`src/inc/shso_pkg.sv`:
```
// shared constants of the sensor hub status object bank
package shso_pkg;
    localparam int NUM_UNITS = 30;
    localparam logic [15:0] OBJ_DUMMY = 16'h3004;
    localparam logic [15:0] OBJ_DELAY = 16'h3005;
    localparam logic [15:0] OBJ_LINK = 16'h300A;
    localparam logic [15:0] OBJ_WARN = 16'h300B;
    localparam logic [15:0] OBJ_MAP = 16'h300C;
    localparam logic [15:0] OBJ_RESET = 16'h3010;
    localparam logic [15:0] OBJ_INBITS = 16'h3020;
    localparam logic [7:0] SUB_ONE = 8'h01;
    localparam logic [7:0] SUB_TWO = 8'h02;
    localparam logic [7:0] SUB_THREE = 8'h03;
    localparam logic [7:0] SUB_INBIT_LAST = 8'h40;
    localparam logic [7:0] INBITS_COUNT = 8'h40;
    localparam logic [31:0] DUMMY_MASK_LEGAL = 32'h3FFFFFFF;
    localparam logic [31:0] DUMMY_MASK_RST = 32'h00000000;
    localparam logic [7:0] BYTE_RST = 8'h00;
    localparam logic [15:0] RESET_CMD = 16'h0001;
    localparam logic [15:0] RESET_READ = 16'h0000;
    localparam int LINK_BUSY_BIT = 0;
    localparam int LINK_MISMATCH_BIT = 1;
    localparam int WARN_LO = 8;
    localparam int WARN_HI = 15;
    localparam int STATUS_W = 16;
    // input delay status codes
    localparam logic [7:0] DELAY_UNDEF = 8'h00;
    localparam logic [7:0] DELAY_STD = 8'h01;
    localparam logic [7:0] DELAY_HIGH = 8'h02;
    localparam logic [7:0] DELAY_LOW1 = 8'h03;
    localparam logic [7:0] DELAY_LOW2 = 8'h04;
    localparam logic [7:0] DELAY_NORMAL_MAP = 8'h05;
    // free-run speed selections
    localparam logic [1:0] SPEED_STD = 2'h0;
    localparam logic [1:0] SPEED_HIGH = 2'h1;
    localparam logic [1:0] SPEED_LOW1 = 2'h2;
    localparam logic [1:0] SPEED_LOW2 = 2'h3;
    // transmit mapping modes and their size limits in bytes
    localparam logic [7:0] MAP_NORMAL = 8'h00;
    localparam logic [7:0] MAP_FAST = 8'h01;
    localparam logic [9:0] MAP_NORMAL_MAX = 10'h15E;
    localparam logic [9:0] MAP_FAST_MAX = 10'h06C;
    typedef enum logic [1:0] {
        ST_IDLE = 2'b01,
        ST_ACK = 2'b10
    } shso_state_e;
endpackage : shso_pkg

```
`src/shso_warn.sv`:
```
// per-unit warning flags derived from sensor status words
`timescale 1ns/1ps
module shso_warn (
    input wire logic sys_clk,
    input wire logic sys_rst,
    input wire logic clkEn,
    input wire logic [shso_pkg::NUM_UNITS*shso_pkg::STATUS_W-1:0] unitStatusFlat,
    output logic [31:0] warnFlags
);
    import shso_pkg::*;
    logic [31:0] warn_d;
    logic [31:0] warn_q;
    // one flag per unit, set while any status bit 8..15 is on
    for (genvar u = 0; u < 32; u++) begin : g_unit
        if (u < NUM_UNITS) begin : g_live
            assign warn_d[u] = |unitStatusFlat[u*STATUS_W+WARN_HI : u*STATUS_W+WARN_LO];
        end else begin : g_none
            assign warn_d[u] = 1'b0;
        end
    end
    // flags follow status, no latching
    always_ff @(posedge sys_clk) begin
        if (sys_rst) begin
            warn_q <= DUMMY_MASK_RST;
        end else if (clkEn) begin
            warn_q <= warn_d;
        end
    end
    assign warnFlags = warn_q;
endmodule : shso_warn

```
`src/shso_dummy.sv`:
```
// answers amplifier commands locally for units marked as dummies
`timescale 1ns/1ps
module shso_dummy (
    input wire logic sys_clk,
    input wire logic sys_rst,
    input wire logic clkEn,
    input wire logic [31:0] dummyMask,
    input wire logic replyErrSel,
    input wire logic ampCmdReq,
    input wire logic [4:0] ampCmdUnit,
    output logic chainCmdReq,
    input wire logic chainAck,
    input wire logic chainErr,
    input wire logic [15:0] chainRdata,
    output logic ampReplyValid,
    output logic ampReplyErr,
    output logic [15:0] ampReplyData
);
    import shso_pkg::*;
    logic isDummy;
    logic valid_d, valid_q, err_d, err_q;
    logic [15:0] data_d, data_q;
    // unit numbers start at 1, mask bit k is unit k+1
    always_comb begin
        isDummy = 1'b0;
        if (ampCmdUnit != 5'h00) begin
            isDummy = dummyMask[ampCmdUnit - 5'h01];
        end
    end
    assign chainCmdReq = ampCmdReq && !isDummy;
    // dummy replies are zero data, normal or error per selection
    always_comb begin
        valid_d = 1'b0;
        err_d = 1'b0;
        data_d = 16'h0000;
        if (ampCmdReq && isDummy) begin
            valid_d = 1'b1;
            err_d = replyErrSel;
        end else if (chainAck) begin
            valid_d = 1'b1;
            err_d = chainErr;
            data_d = chainRdata;
        end
    end
    always_ff @(posedge sys_clk) begin
        if (sys_rst) begin
            valid_q <= 1'b0;
            err_q <= 1'b0;
            data_q <= 16'h0000;
        end else if (clkEn) begin
            valid_q <= valid_d;
            err_q <= err_d;
            data_q <= data_d;
        end
    end
    assign ampReplyValid = valid_q;
    assign ampReplyErr = err_q;
    assign ampReplyData = data_q;
endmodule : shso_dummy

```
`src/shso_top.sv`:
```
// status and configuration object bank of the sensor hub
// Function
// - mask bit k marks unit k+1 dummy
// - mask applies after restart, info reads active
// - dummy reply: zero data or error per setting
// - delay status byte encodes free-run delay in mapping mode 1, outside pre-operational
// - status bit 0 high while chain busy
// - status bit 1 flags sensor count mismatch
// - warning word one bit per unit
// - warning when status bits 8..15 set
// - mapping mode 0 accepts 350 bytes max
// - mapping mode 1 accepts 108 bytes max
// - mapping mode applies after restart
// - writing 0001 resets unit, reads 0000
// - bits 0..59 carry sensor outputs pairwise
// - bits 60..63 unused, read zero
`timescale 1ns/1ps
module shso_top (
    input wire logic sys_clk,
    input wire logic sys_rst,
    input wire logic clkEn,
    input wire logic unitRestart,
    input wire logic objReq,
    input wire logic objWrite,
    input wire logic [15:0] objIndex,
    input wire logic [7:0] objSub,
    input wire logic [4:0] objUnit,
    input wire logic [31:0] objWdata,
    output logic objAck,
    output logic objErr,
    output logic [31:0] objRdata,
    input wire logic chainBusy,
    input wire logic [7:0] configuredCount,
    input wire logic [7:0] detectedCount,
    input wire logic preOperational,
    input wire logic [1:0] delaySpeed,
    input wire logic [shso_pkg::NUM_UNITS*shso_pkg::STATUS_W-1:0] unitStatusFlat,
    input wire logic [shso_pkg::NUM_UNITS-1:0] sensorOut1,
    input wire logic [shso_pkg::NUM_UNITS-1:0] sensorOut2,
    output logic [63:0] inputBits,
    input wire logic [9:0] pdoSizeReq,
    output logic pdoSizeOk,
    output logic [7:0] mapModeActive,
    input wire logic ampCmdReq,
    input wire logic [4:0] ampCmdUnit,
    output logic chainCmdReq,
    input wire logic chainAck,
    input wire logic chainErr,
    input wire logic [15:0] chainRdata,
    output logic ampReplyValid,
    output logic ampReplyErr,
    output logic [15:0] ampReplyData,
    output logic ampResetReq,
    output logic [4:0] ampResetUnit
);
    import shso_pkg::*;

    shso_state_e state_d, state_q;
    logic [31:0] maskSet_d, maskSet_q, maskAct_d, maskAct_q;
    logic [7:0] replySel_d, replySel_q;
    logic [7:0] mapSet_d, mapSet_q, mapAct_d, mapAct_q;
    logic [7:0] linkStat_d, linkStat_q, delayStat_d, delayStat_q;
    logic [63:0] inBits_d, inBits_q;
    logic [31:0] rdata_d, rdata_q;
    logic err_d, err_q;
    logic rstReq_d, rstReq_q;
    logic [4:0] rstUnit_d, rstUnit_q;
    logic [31:0] warnFlags;
    logic [63:0] mapRaw;
    logic take;

    shso_warn u_warn (
        .sys_clk(sys_clk),
        .sys_rst(sys_rst),
        .clkEn(clkEn),
        .unitStatusFlat(unitStatusFlat),
        .warnFlags(warnFlags)
    );

    // only the active mask steers replies, a pending write has no effect
    shso_dummy u_dummy (
        .sys_clk(sys_clk),
        .sys_rst(sys_rst),
        .clkEn(clkEn),
        .dummyMask(maskAct_q),
        .replyErrSel(replySel_q[0]),
        .ampCmdReq(ampCmdReq),
        .ampCmdUnit(ampCmdUnit),
        .chainCmdReq(chainCmdReq),
        .chainAck(chainAck),
        .chainErr(chainErr),
        .chainRdata(chainRdata),
        .ampReplyValid(ampReplyValid),
        .ampReplyErr(ampReplyErr),
        .ampReplyData(ampReplyData)
    );

    // sensor output pairs, spare top bits tied low
    for (genvar n = 0; n < 32; n++) begin : g_map
        if (n < NUM_UNITS) begin : g_live
            assign mapRaw[2*n] = sensorOut1[n];
            assign mapRaw[2*n+1] = sensorOut2[n];
        end else begin : g_spare
            assign mapRaw[2*n+1:2*n] = 2'b00;
        end
    end

    // one request at a time, the answer comes the cycle after it is taken
    assign take = (state_q == ST_IDLE) && objReq;

    // status bytes and settings
    always_comb begin
        maskSet_d = maskSet_q;
        maskAct_d = maskAct_q;
        replySel_d = replySel_q;
        mapSet_d = mapSet_q;
        mapAct_d = mapAct_q;
        inBits_d = mapRaw;
        linkStat_d = BYTE_RST;
        linkStat_d[LINK_BUSY_BIT] = chainBusy || rstReq_q;
        linkStat_d[LINK_MISMATCH_BIT] = configuredCount != detectedCount;
        // restart copies pending settings into force
        if (unitRestart) begin
            maskAct_d = maskSet_q;
            mapAct_d = mapSet_q;
        end
        if (preOperational) begin
            delayStat_d = DELAY_UNDEF;
        end else if (mapAct_q == MAP_NORMAL) begin
            delayStat_d = DELAY_NORMAL_MAP;
        end else begin
            case (delaySpeed)
                SPEED_STD: delayStat_d = DELAY_STD;
                SPEED_HIGH: delayStat_d = DELAY_HIGH;
                SPEED_LOW1: delayStat_d = DELAY_LOW1;
                SPEED_LOW2: delayStat_d = DELAY_LOW2;
                default: delayStat_d = DELAY_UNDEF;
            endcase
        end
        if (take && objWrite) begin
            if (objIndex == OBJ_DUMMY && objSub == SUB_ONE &&
                (objWdata & ~DUMMY_MASK_LEGAL) == 32'h00000000) begin
                maskSet_d = objWdata;
            end
            if (objIndex == OBJ_DUMMY && objSub == SUB_THREE && objWdata < 32'h00000002) begin
                replySel_d = objWdata[7:0];
            end
            if (objIndex == OBJ_MAP && objSub == SUB_ONE && objWdata < 32'h00000002) begin
                mapSet_d = objWdata[7:0];
            end
        end
    end

    // object answer and unit reset command
    always_comb begin
        state_d = state_q;
        rdata_d = rdata_q;
        err_d = err_q;
        rstReq_d = 1'b0;
        rstUnit_d = rstUnit_q;
        case (state_q)
            ST_IDLE: begin
                if (objReq) begin
                    state_d = ST_ACK;
                    rdata_d = 32'h00000000;
                    err_d = 1'b0;
                    case (objIndex)
                        OBJ_DUMMY: begin
                            if (objSub == SUB_ONE) begin
                                rdata_d = maskSet_q;
                                err_d = objWrite && (objWdata & ~DUMMY_MASK_LEGAL) != 32'h0;
                            end else if (objSub == SUB_TWO) begin
                                rdata_d = maskAct_q;
                                err_d = objWrite;
                            end else if (objSub == SUB_THREE) begin
                                rdata_d = {24'h000000, replySel_q};
                                err_d = objWrite && objWdata > 32'h00000001;
                            end else begin
                                err_d = 1'b1;
                            end
                        end
                        OBJ_DELAY: begin
                            rdata_d = {24'h000000, delayStat_q};
                            err_d = objWrite || objSub != SUB_ONE;
                        end
                        OBJ_LINK: begin
                            rdata_d = {24'h000000, linkStat_q};
                            err_d = objWrite || objSub != SUB_ONE;
                        end
                        OBJ_WARN: begin
                            rdata_d = warnFlags;
                            err_d = objWrite || objSub != SUB_ONE;
                        end
                        OBJ_MAP: begin
                            if (objSub == SUB_ONE) begin
                                rdata_d = {24'h000000, mapSet_q};
                                err_d = objWrite && objWdata > 32'h00000001;
                            end else if (objSub == SUB_TWO) begin
                                rdata_d = {24'h000000, mapAct_q};
                                err_d = objWrite;
                            end else begin
                                err_d = 1'b1;
                            end
                        end
                        OBJ_RESET: begin
                            rdata_d = {16'h0000, RESET_READ};
                            err_d = objSub != SUB_ONE;
                            // only the command value fires, anything else is dropped
                            if (objWrite && objSub == SUB_ONE && objWdata[15:0] == RESET_CMD &&
                                objUnit != 5'h00 && objUnit <= 5'(NUM_UNITS)) begin
                                rstReq_d = 1'b1;
                                rstUnit_d = objUnit;
                            end
                        end
                        OBJ_INBITS: begin
                            if (objSub == 8'h00) begin
                                rdata_d = {24'h000000, INBITS_COUNT};
                            end else if (objSub <= SUB_INBIT_LAST) begin
                                rdata_d = {31'h00000000, inBits_q[6'(objSub - 8'h01)]};
                            end
                            err_d = objWrite || objSub > SUB_INBIT_LAST;
                        end
                        default: err_d = 1'b1;
                    endcase
                end
            end
            ST_ACK: state_d = ST_IDLE;
            default: state_d = ST_IDLE;
        endcase
    end

    // register every group together; clkEn low freezes all of it
    always_ff @(posedge sys_clk) begin
        if (sys_rst) begin
            state_q <= ST_IDLE;
            maskSet_q <= DUMMY_MASK_RST;
            maskAct_q <= DUMMY_MASK_RST;
            replySel_q <= BYTE_RST;
            mapSet_q <= MAP_NORMAL;
            mapAct_q <= MAP_NORMAL;
            linkStat_q <= BYTE_RST;
            delayStat_q <= DELAY_UNDEF;
            inBits_q <= 64'h0000000000000000;
            rdata_q <= 32'h00000000;
            err_q <= 1'b0;
            rstReq_q <= 1'b0;
            rstUnit_q <= 5'h00;
        end else if (clkEn) begin
            state_q <= state_d;
            maskSet_q <= maskSet_d;
            maskAct_q <= maskAct_d;
            replySel_q <= replySel_d;
            mapSet_q <= mapSet_d;
            mapAct_q <= mapAct_d;
            linkStat_q <= linkStat_d;
            delayStat_q <= delayStat_d;
            inBits_q <= inBits_d;
            rdata_q <= rdata_d;
            err_q <= err_d;
            rstReq_q <= rstReq_d;
            rstUnit_q <= rstUnit_d;
        end
    end

    // size check is combinational so the assigner can probe freely
    assign pdoSizeOk = (mapAct_q == MAP_FAST) ? (pdoSizeReq <= MAP_FAST_MAX)
                                              : (pdoSizeReq <= MAP_NORMAL_MAX);
    assign objAck = state_q == ST_ACK;
    assign objErr = err_q;
    assign objRdata = rdata_q;
    assign inputBits = inBits_q;
    assign mapModeActive = mapAct_q;
    assign ampResetReq = rstReq_q;
    assign ampResetUnit = rstUnit_q;
endmodule : shso_top

```
`config.mk`:
```
export PLATFORM = sky130hd
export DESIGN_NAME = shso_top
export DESIGN_NICKNAME = d
export VERILOG_FILES = /design/src/inc/shso_pkg.sv /design/src/shso_warn.sv /design/src/shso_dummy.sv /design/src/shso_top.sv
export SDC_FILE = /design/constraint.sdc
export NUM_CORES = 1
export LEC_CHECK = 0
export CAP_MARGIN = 25
export CORE_AREA = 2 2 307 309
export CTS_CLUSTER_DIAMETER = 150
export CTS_CLUSTER_SIZE = 8
export DETAILED_ROUTE_END_ITERATION = 7
export DIE_AREA = 0 0 309 311
export DONT_BUFFER_PORTS = 1
export GPL_ROUTABILITY_DRIVEN = 1
export GPL_TIMING_DRIVEN = 0
export REMOVE_ABC_BUFFERS = 1
export SETUP_SLACK_MARGIN = 0.4
export SLEW_MARGIN = 15
export SYNTH_ARGS = -nofsm -noshare
export SYNTH_HDL_FRONTEND = slang
export SYNTH_SLANG_ARGS = --single-unit
```
`constraint.sdc`:
```
create_clock -name sys_clk -period 8.5 [get_ports sys_clk]
set_input_delay 2.125 -clock sys_clk [delete_from_list [all_inputs] [get_ports sys_clk]]
set_output_delay 2.125 -clock sys_clk [all_outputs]
set_load 0.005 [all_outputs]
```
**Yosys cells after proc, flatten, opt, wreduce, memory -nomap -nowiden**

Index checks and enable logic that the tools add are counted.

- Register bits: 247
- Input bits: 661
- Output and inout port bits: 132

- Add/subtract/negate cells: 2
- $lt $le $gt $ge: 9
- Equality and inequality tests: 20
- Muxes and demuxes: 35
- Reduce and logical (&&, ||, !) cells: 65

Operator list:

| cell | number |
|---|---|
| $reduce_or A8 Y1 | 30 |
| $pmux W32 S6 | 1 |
| $eq A16 B14 Y1 const B | 7 |
| $mux W32 | 2 |
| $mux W8 | 5 |
| $gt A32 B1 Y1 const B | 1 |
| $logic_not A32 Y1 | 1 |
| $lt A32 B2 Y1 const B | 1 |
| $mux W16 | 2 |
| $pmux W8 S4 | 1 |
| $reduce_bool A32 Y1 | 1 |
| $mux W1 | 18 |
| $eq A16 B1 Y1 const B | 1 |
| $eq A8 B1 Y1 const B | 2 |
| $eq A8 B2 Y1 const B | 2 |
| $logic_and A1 B1 Y1 | 16 |
| $logic_not A8 Y1 | 2 |
| $reduce_and A3 Y1 | 4 |
| $le A10 B7 Y1 const B | 1 |
| $le A10 B9 Y1 const B | 1 |
| $reduce_bool A5 Y1 | 2 |
| $gt A8 B7 Y1 const B | 1 |
| $le A8 B7 Y1 const B | 1 |
| $ne A8 B1 Y1 const B | 1 |
| other kinds (20) | 27 |

**Logic depth before layout (Yosys ltp)**

- Depth in word-level cells: 9
- Mapped depth: 12

**By module**

From an unflattened synthesis, not the netlist that was laid out.

- Cells, all modules: 1311
- Area, all modules: 11494.8 um^2

Modules (own cells, without submodules):

| module | instances | cells an instance | area an instance (um^2) |
|---|---|---|---|
| shso_top | 1 | 1030 | 8923.6 |
| shso_warn | 1 | 163 | 1437.6 |
| shso_dummy | 1 | 118 | 1133.6 |

**Least setup slack after synthesis**

No wires, ideal clock.

- Path type: input -> output
- From: input port ampCmdUnit[0]
- To: output port chainCmdReq
- Arrival time: 3940 ps
- Path slack: 2435 ps
- Stages: 8
- Path buffers: 2
- Cells stage by stage: buf_6 inv_1 ha_1 clkbuf_1 mux4_2 mux4_2 a21boi_4 nor3b_1

- Cells in the longest elaborated chain, start to end: 6
- Elaborated cells between the ends (all ways): 7
- Those cells by class: add/sub (1); mux (3); reduce/logical (3)

Ends and longest elaborated chain:

| item | line | source |
|---|---|---|
| start, declared | shso_top.sv:45 | `input wire logic [4:0] ampCmdUnit,` |
| $sub A5 B1 Y5 | shso_dummy.sv:27 | `isDummy = dummyMask[ampCmdUnit - 5'h01];` |
| $bmux W1 S5 | shso_dummy.sv:27 |  |
| $mux W1 (implied by the code) | shso_dummy.sv:27 |  |
| $mux W1 (*) | shso_dummy.sv:26 | `if (ampCmdUnit != 5'h00) begin` |
| $logic_not A1 Y1 (*) | shso_dummy.sv:30 | `assign chainCmdReq = ampCmdReq && !isDummy;` |
| $logic_and A1 B1 Y1 (*) | shso_dummy.sv:30 |  |
| end, declared | shso_top.sv:46 | `output logic chainCmdReq,` |

Every way passes the cells marked *; elsewhere a longest branch is shown, timed or not. The select of a mux whose other input is x is not followed.

**Final worst setup path**

Ends and elaborated chain as after synthesis.

==> summary.md <==
| Metric | Value |
|---|---|
| Maximum vdd drop | `133 µV` |
| GRT overflow | `0` |
| CTS Hold Bufs | `0` |
| TritonCTS clock tree | `built` |
| Crit end category | `output port` |
| Final non-filler cell total | `2486` |
| Commonest non-fill, non-tap cell in the layout | `dfxtp_1` |
| NumNets Final | `between 1.5k and 2k` |
| Die area | `0.0961 mm²` |
| WP data required | `~6400 ps` |
| HPWL Detailed | `approximately 41000 µm` |
| Crit path DAT | `about 4700 ps` |
| Vias in the first global route | `9637` |
| Slew @ Worst Pin | `between 1000 and 1500 ps` |
| RSZ-0062 raised after global routing | `false` |
| Post-Syn Instances | `about 1.3k` |
| Port Buffers | `0` |
| Post-CTS Resized | `0` |
| Pin count of the biggest net entering global routing | `around 210` |
| Sequential fraction of the synthesis area | `a little over two fifths` |
| PwrDens | `between 200 and 250 mW/mm²` |
| Starting DRT DRC Count | `about 660` |
| Outcome | `completed` |
| RD Place Congestion | `0.918` |
| DR vias/cell | `just under 4` |
| Most frequent cells in the layout | `242 x dfxtp_1, 164 x nand2_1, 163 x nor2_1` |
| Worst hold path type | `reg2reg` |
| Num CTS Buffers | `36` |
| Number of flops mapped to enable cells by yosys | `0` |
| Skew final | `30.3 ps` |
| Setup bufs post-CTS | `0` |
| Area leader, netlist | `dfxtp_1` |
| Max Slew Vio Count | `0` |
| Final worst path period share | `between 70% and 80%` |
| Cell Area, Synth | `0.0111 mm²` |
| First-pass GRT wire length | `around 71000 µm` |
| Synth warn | `0` |
| Layout area overhead | `22.7%` |
| WL/cell | `21.2 µm` |
| Async SR Flop Fraction | `0%` |
| Clock sink count | `between 200 and 250` |
| DRC | `0` |
| Final wirelength | `about 53000 µm` |
| Initial cell density of the core | `between 10% and 20%` |
| Die X-Extent | `309 µm` |
| Initial antenna violation count | `10` |
| Max cap viols | `0` |
| Tmin final | `~7000 ps` |
| Synth top area share | `~44%` |
| # setup viols final | `0` |
| Root Driver | `clkbuf_16` |
| Synth cell types | `65` |
| Fin. Hold Viols | `0` |
| DRT Pass-1 Iters | `7` |
| IO Count | `roughly 800` |
| Die H | `slightly above 300 µm` |
| FP Rows | `approximately 110` |
| Crit Path Max Fanout | `10` |
| Number of synthesized register bits | `roughly 240` |
| CTS Buffer Depth | `3` |
| H-tree levels | `2` |
| Fill count | `roughly 11k` |
| Antenna Nets Post-Route | `0` |
| Worst-path clk slew | `approximately 50 ps` |
| Setup TNS | `0 ps` |
| Global-route usage over all layers | `10.5%` |
| Slew headroom | `between 30 and 40%` |
| Core box area | `0.0928 mm²` |
| Synth Flop Type | `dfxtp_1` |
| Via count | `slightly below 10k` |
| Ranking of synthesized cells by area | `dfxtp_1 44%, mux2i_1 8.8%, nand2_1 5.6%, nor2_1 5.5%, nor4_1 4.2%` |
| Post-placement cell count | `about 2.4k` |
| Share of layout cells above drive strength 1 | `under 10%` |
| Leak | `between 4 and 5 nW` |
| Element type at the critical path start | `input pin` |
| Max Clk Rate | `roughly 150 MHz` |
| Mapped Avg Cell Area | `between 8 and 9 µm²` |
| Clk_lat worst skew | `570 ps` |
| Critical path class | `in2out` |
## sequential cells by signal, indices dropped and copies added, names as in the netlist, 2 cells and up
| name | flops |
|---|---|
| linkStat_q | 2 |
| u_warn.warnFlags | 30 |
| replySel_q | 8 |
| objRdata | 32 |
| mapModeActive | 8 |
| delayStat_q | 3 |
| mapSet_q | 8 |
| state_q | 2 |
| ampResetUnit | 5 |
| maskSet_q | 32 |
| u_dummy.ampReplyData | 16 |
| inputBits | 60 |
| maskAct_q | 32 |
## cell families (layout without fill, tap and decap cells)
group | after synthesis | in the layout | synth area share, %
buffers and inverters | 104 | 70 | 3.85
XOR/XNOR | 13 | 13 | 1.03
other | 1 | 11 | 0.0339
multiplexers | 110 | 110 | 11.4
AO/OA/AOI/OAI | 270 | 270 | 17.7
adder cells (fa/ha/maj) | 8 | 8 | 0.906
flip-flops | 242 | 242 | 43.8
AND/OR/NAND/NOR | 508 | 508 | 21.3
## metal layers
layer,GRT usage (%),routed length [µm],part of all wire [%],vias up
li1,-,-,-,4537
met1,11.8,20400,39,4517
met2,16.9,24000,45,548
met3,5.05,6210,12,107
met4,4.42,2140,4.1,8
met5,0,51,0.097,-
## stage by stage
step | cell area [µm²] | power, mW | hold WS, ps | util (%) | worst slack, ps
after floorplan | 10700 | 1.35 | 431 | - | 2270
after global placement | 12300 | 1.41 | 443 | 13.2 | -3160
after detailed placement | 12600 | 1.42 | 445 | 13.5 | 1730
after CTS | 13500 | 2.83 | 460 | 14.6 | 1720
after global routing | 13600 | 2.88 | 474 | 14.6 | 1690
final | 13600 | 2.76 | 461 | 14.6 | 1700
## worst max-delay path: stages
cell and delay [ps]:
inv_1 20, ha_1 830, mux4_1 520, mux4_2 550
a21boi_4 170, nor3b_1 440
## Yosys cell counts, drive strengths merged, types with 8 or more instances
master,instances
a21oi,87
a221oi,27
a22o,48
a22oi,21
a311oi,33
and2,19
buf,26
clkbuf,66
dfxtp,242
ha,8
inv,11
mux2i,97
mux4,10
nand2,165
nor2,163
nor3,38
nor4,75
o21ai,20
xor2,10
## area by class of cell
| class | instances | area [µm²] | area share [%] |
|---|---|---|---|
| flip-flops and latches | 242 | 4840 | 35.7 |
| diodes | 7 | 17.5 | 0.129 |
| repair buffers | 17 | 274 | 2.02 |
| clock inverters | 4 | 78.8 | 0.581 |
| clock buffers | 37 | 915 | 6.74 |
| inverters | 12 | 45.0 | 0.332 |
| multi-input cells | 913 | 5820 | 42.9 |
| well taps | 1254 | 1570 | 11.6 |
## report_power, final
part | switching (mW) | internal [mW] | total [mW]
sequential | 0.0435 | 1.18 | 1.22
clock | 0.575 | 0.792 | 1.37
combinational | 0.0951 | 0.0814 | 0.177
## final timing paths
check	from	to	depth (start not counted)	slack [ps]
max	ampCmdUnit[0]	chainCmdReq	6	1700
min reg2reg	replySel_q[5]$_SDFFE_PP0P_	replySel_q[5]$_SDFFE_PP0P_	1	460
max reg2reg	maskAct_q[0]$_SDFFE_PP0P_	u_dummy.ampReplyData[3]$_SDFFE_PP0P_	6	5170
min	replySel_q[5]$_SDFFE_PP0P_	replySel_q[5]$_SDFFE_PP0P_	1	460
(Power assumes the default switching activity.)
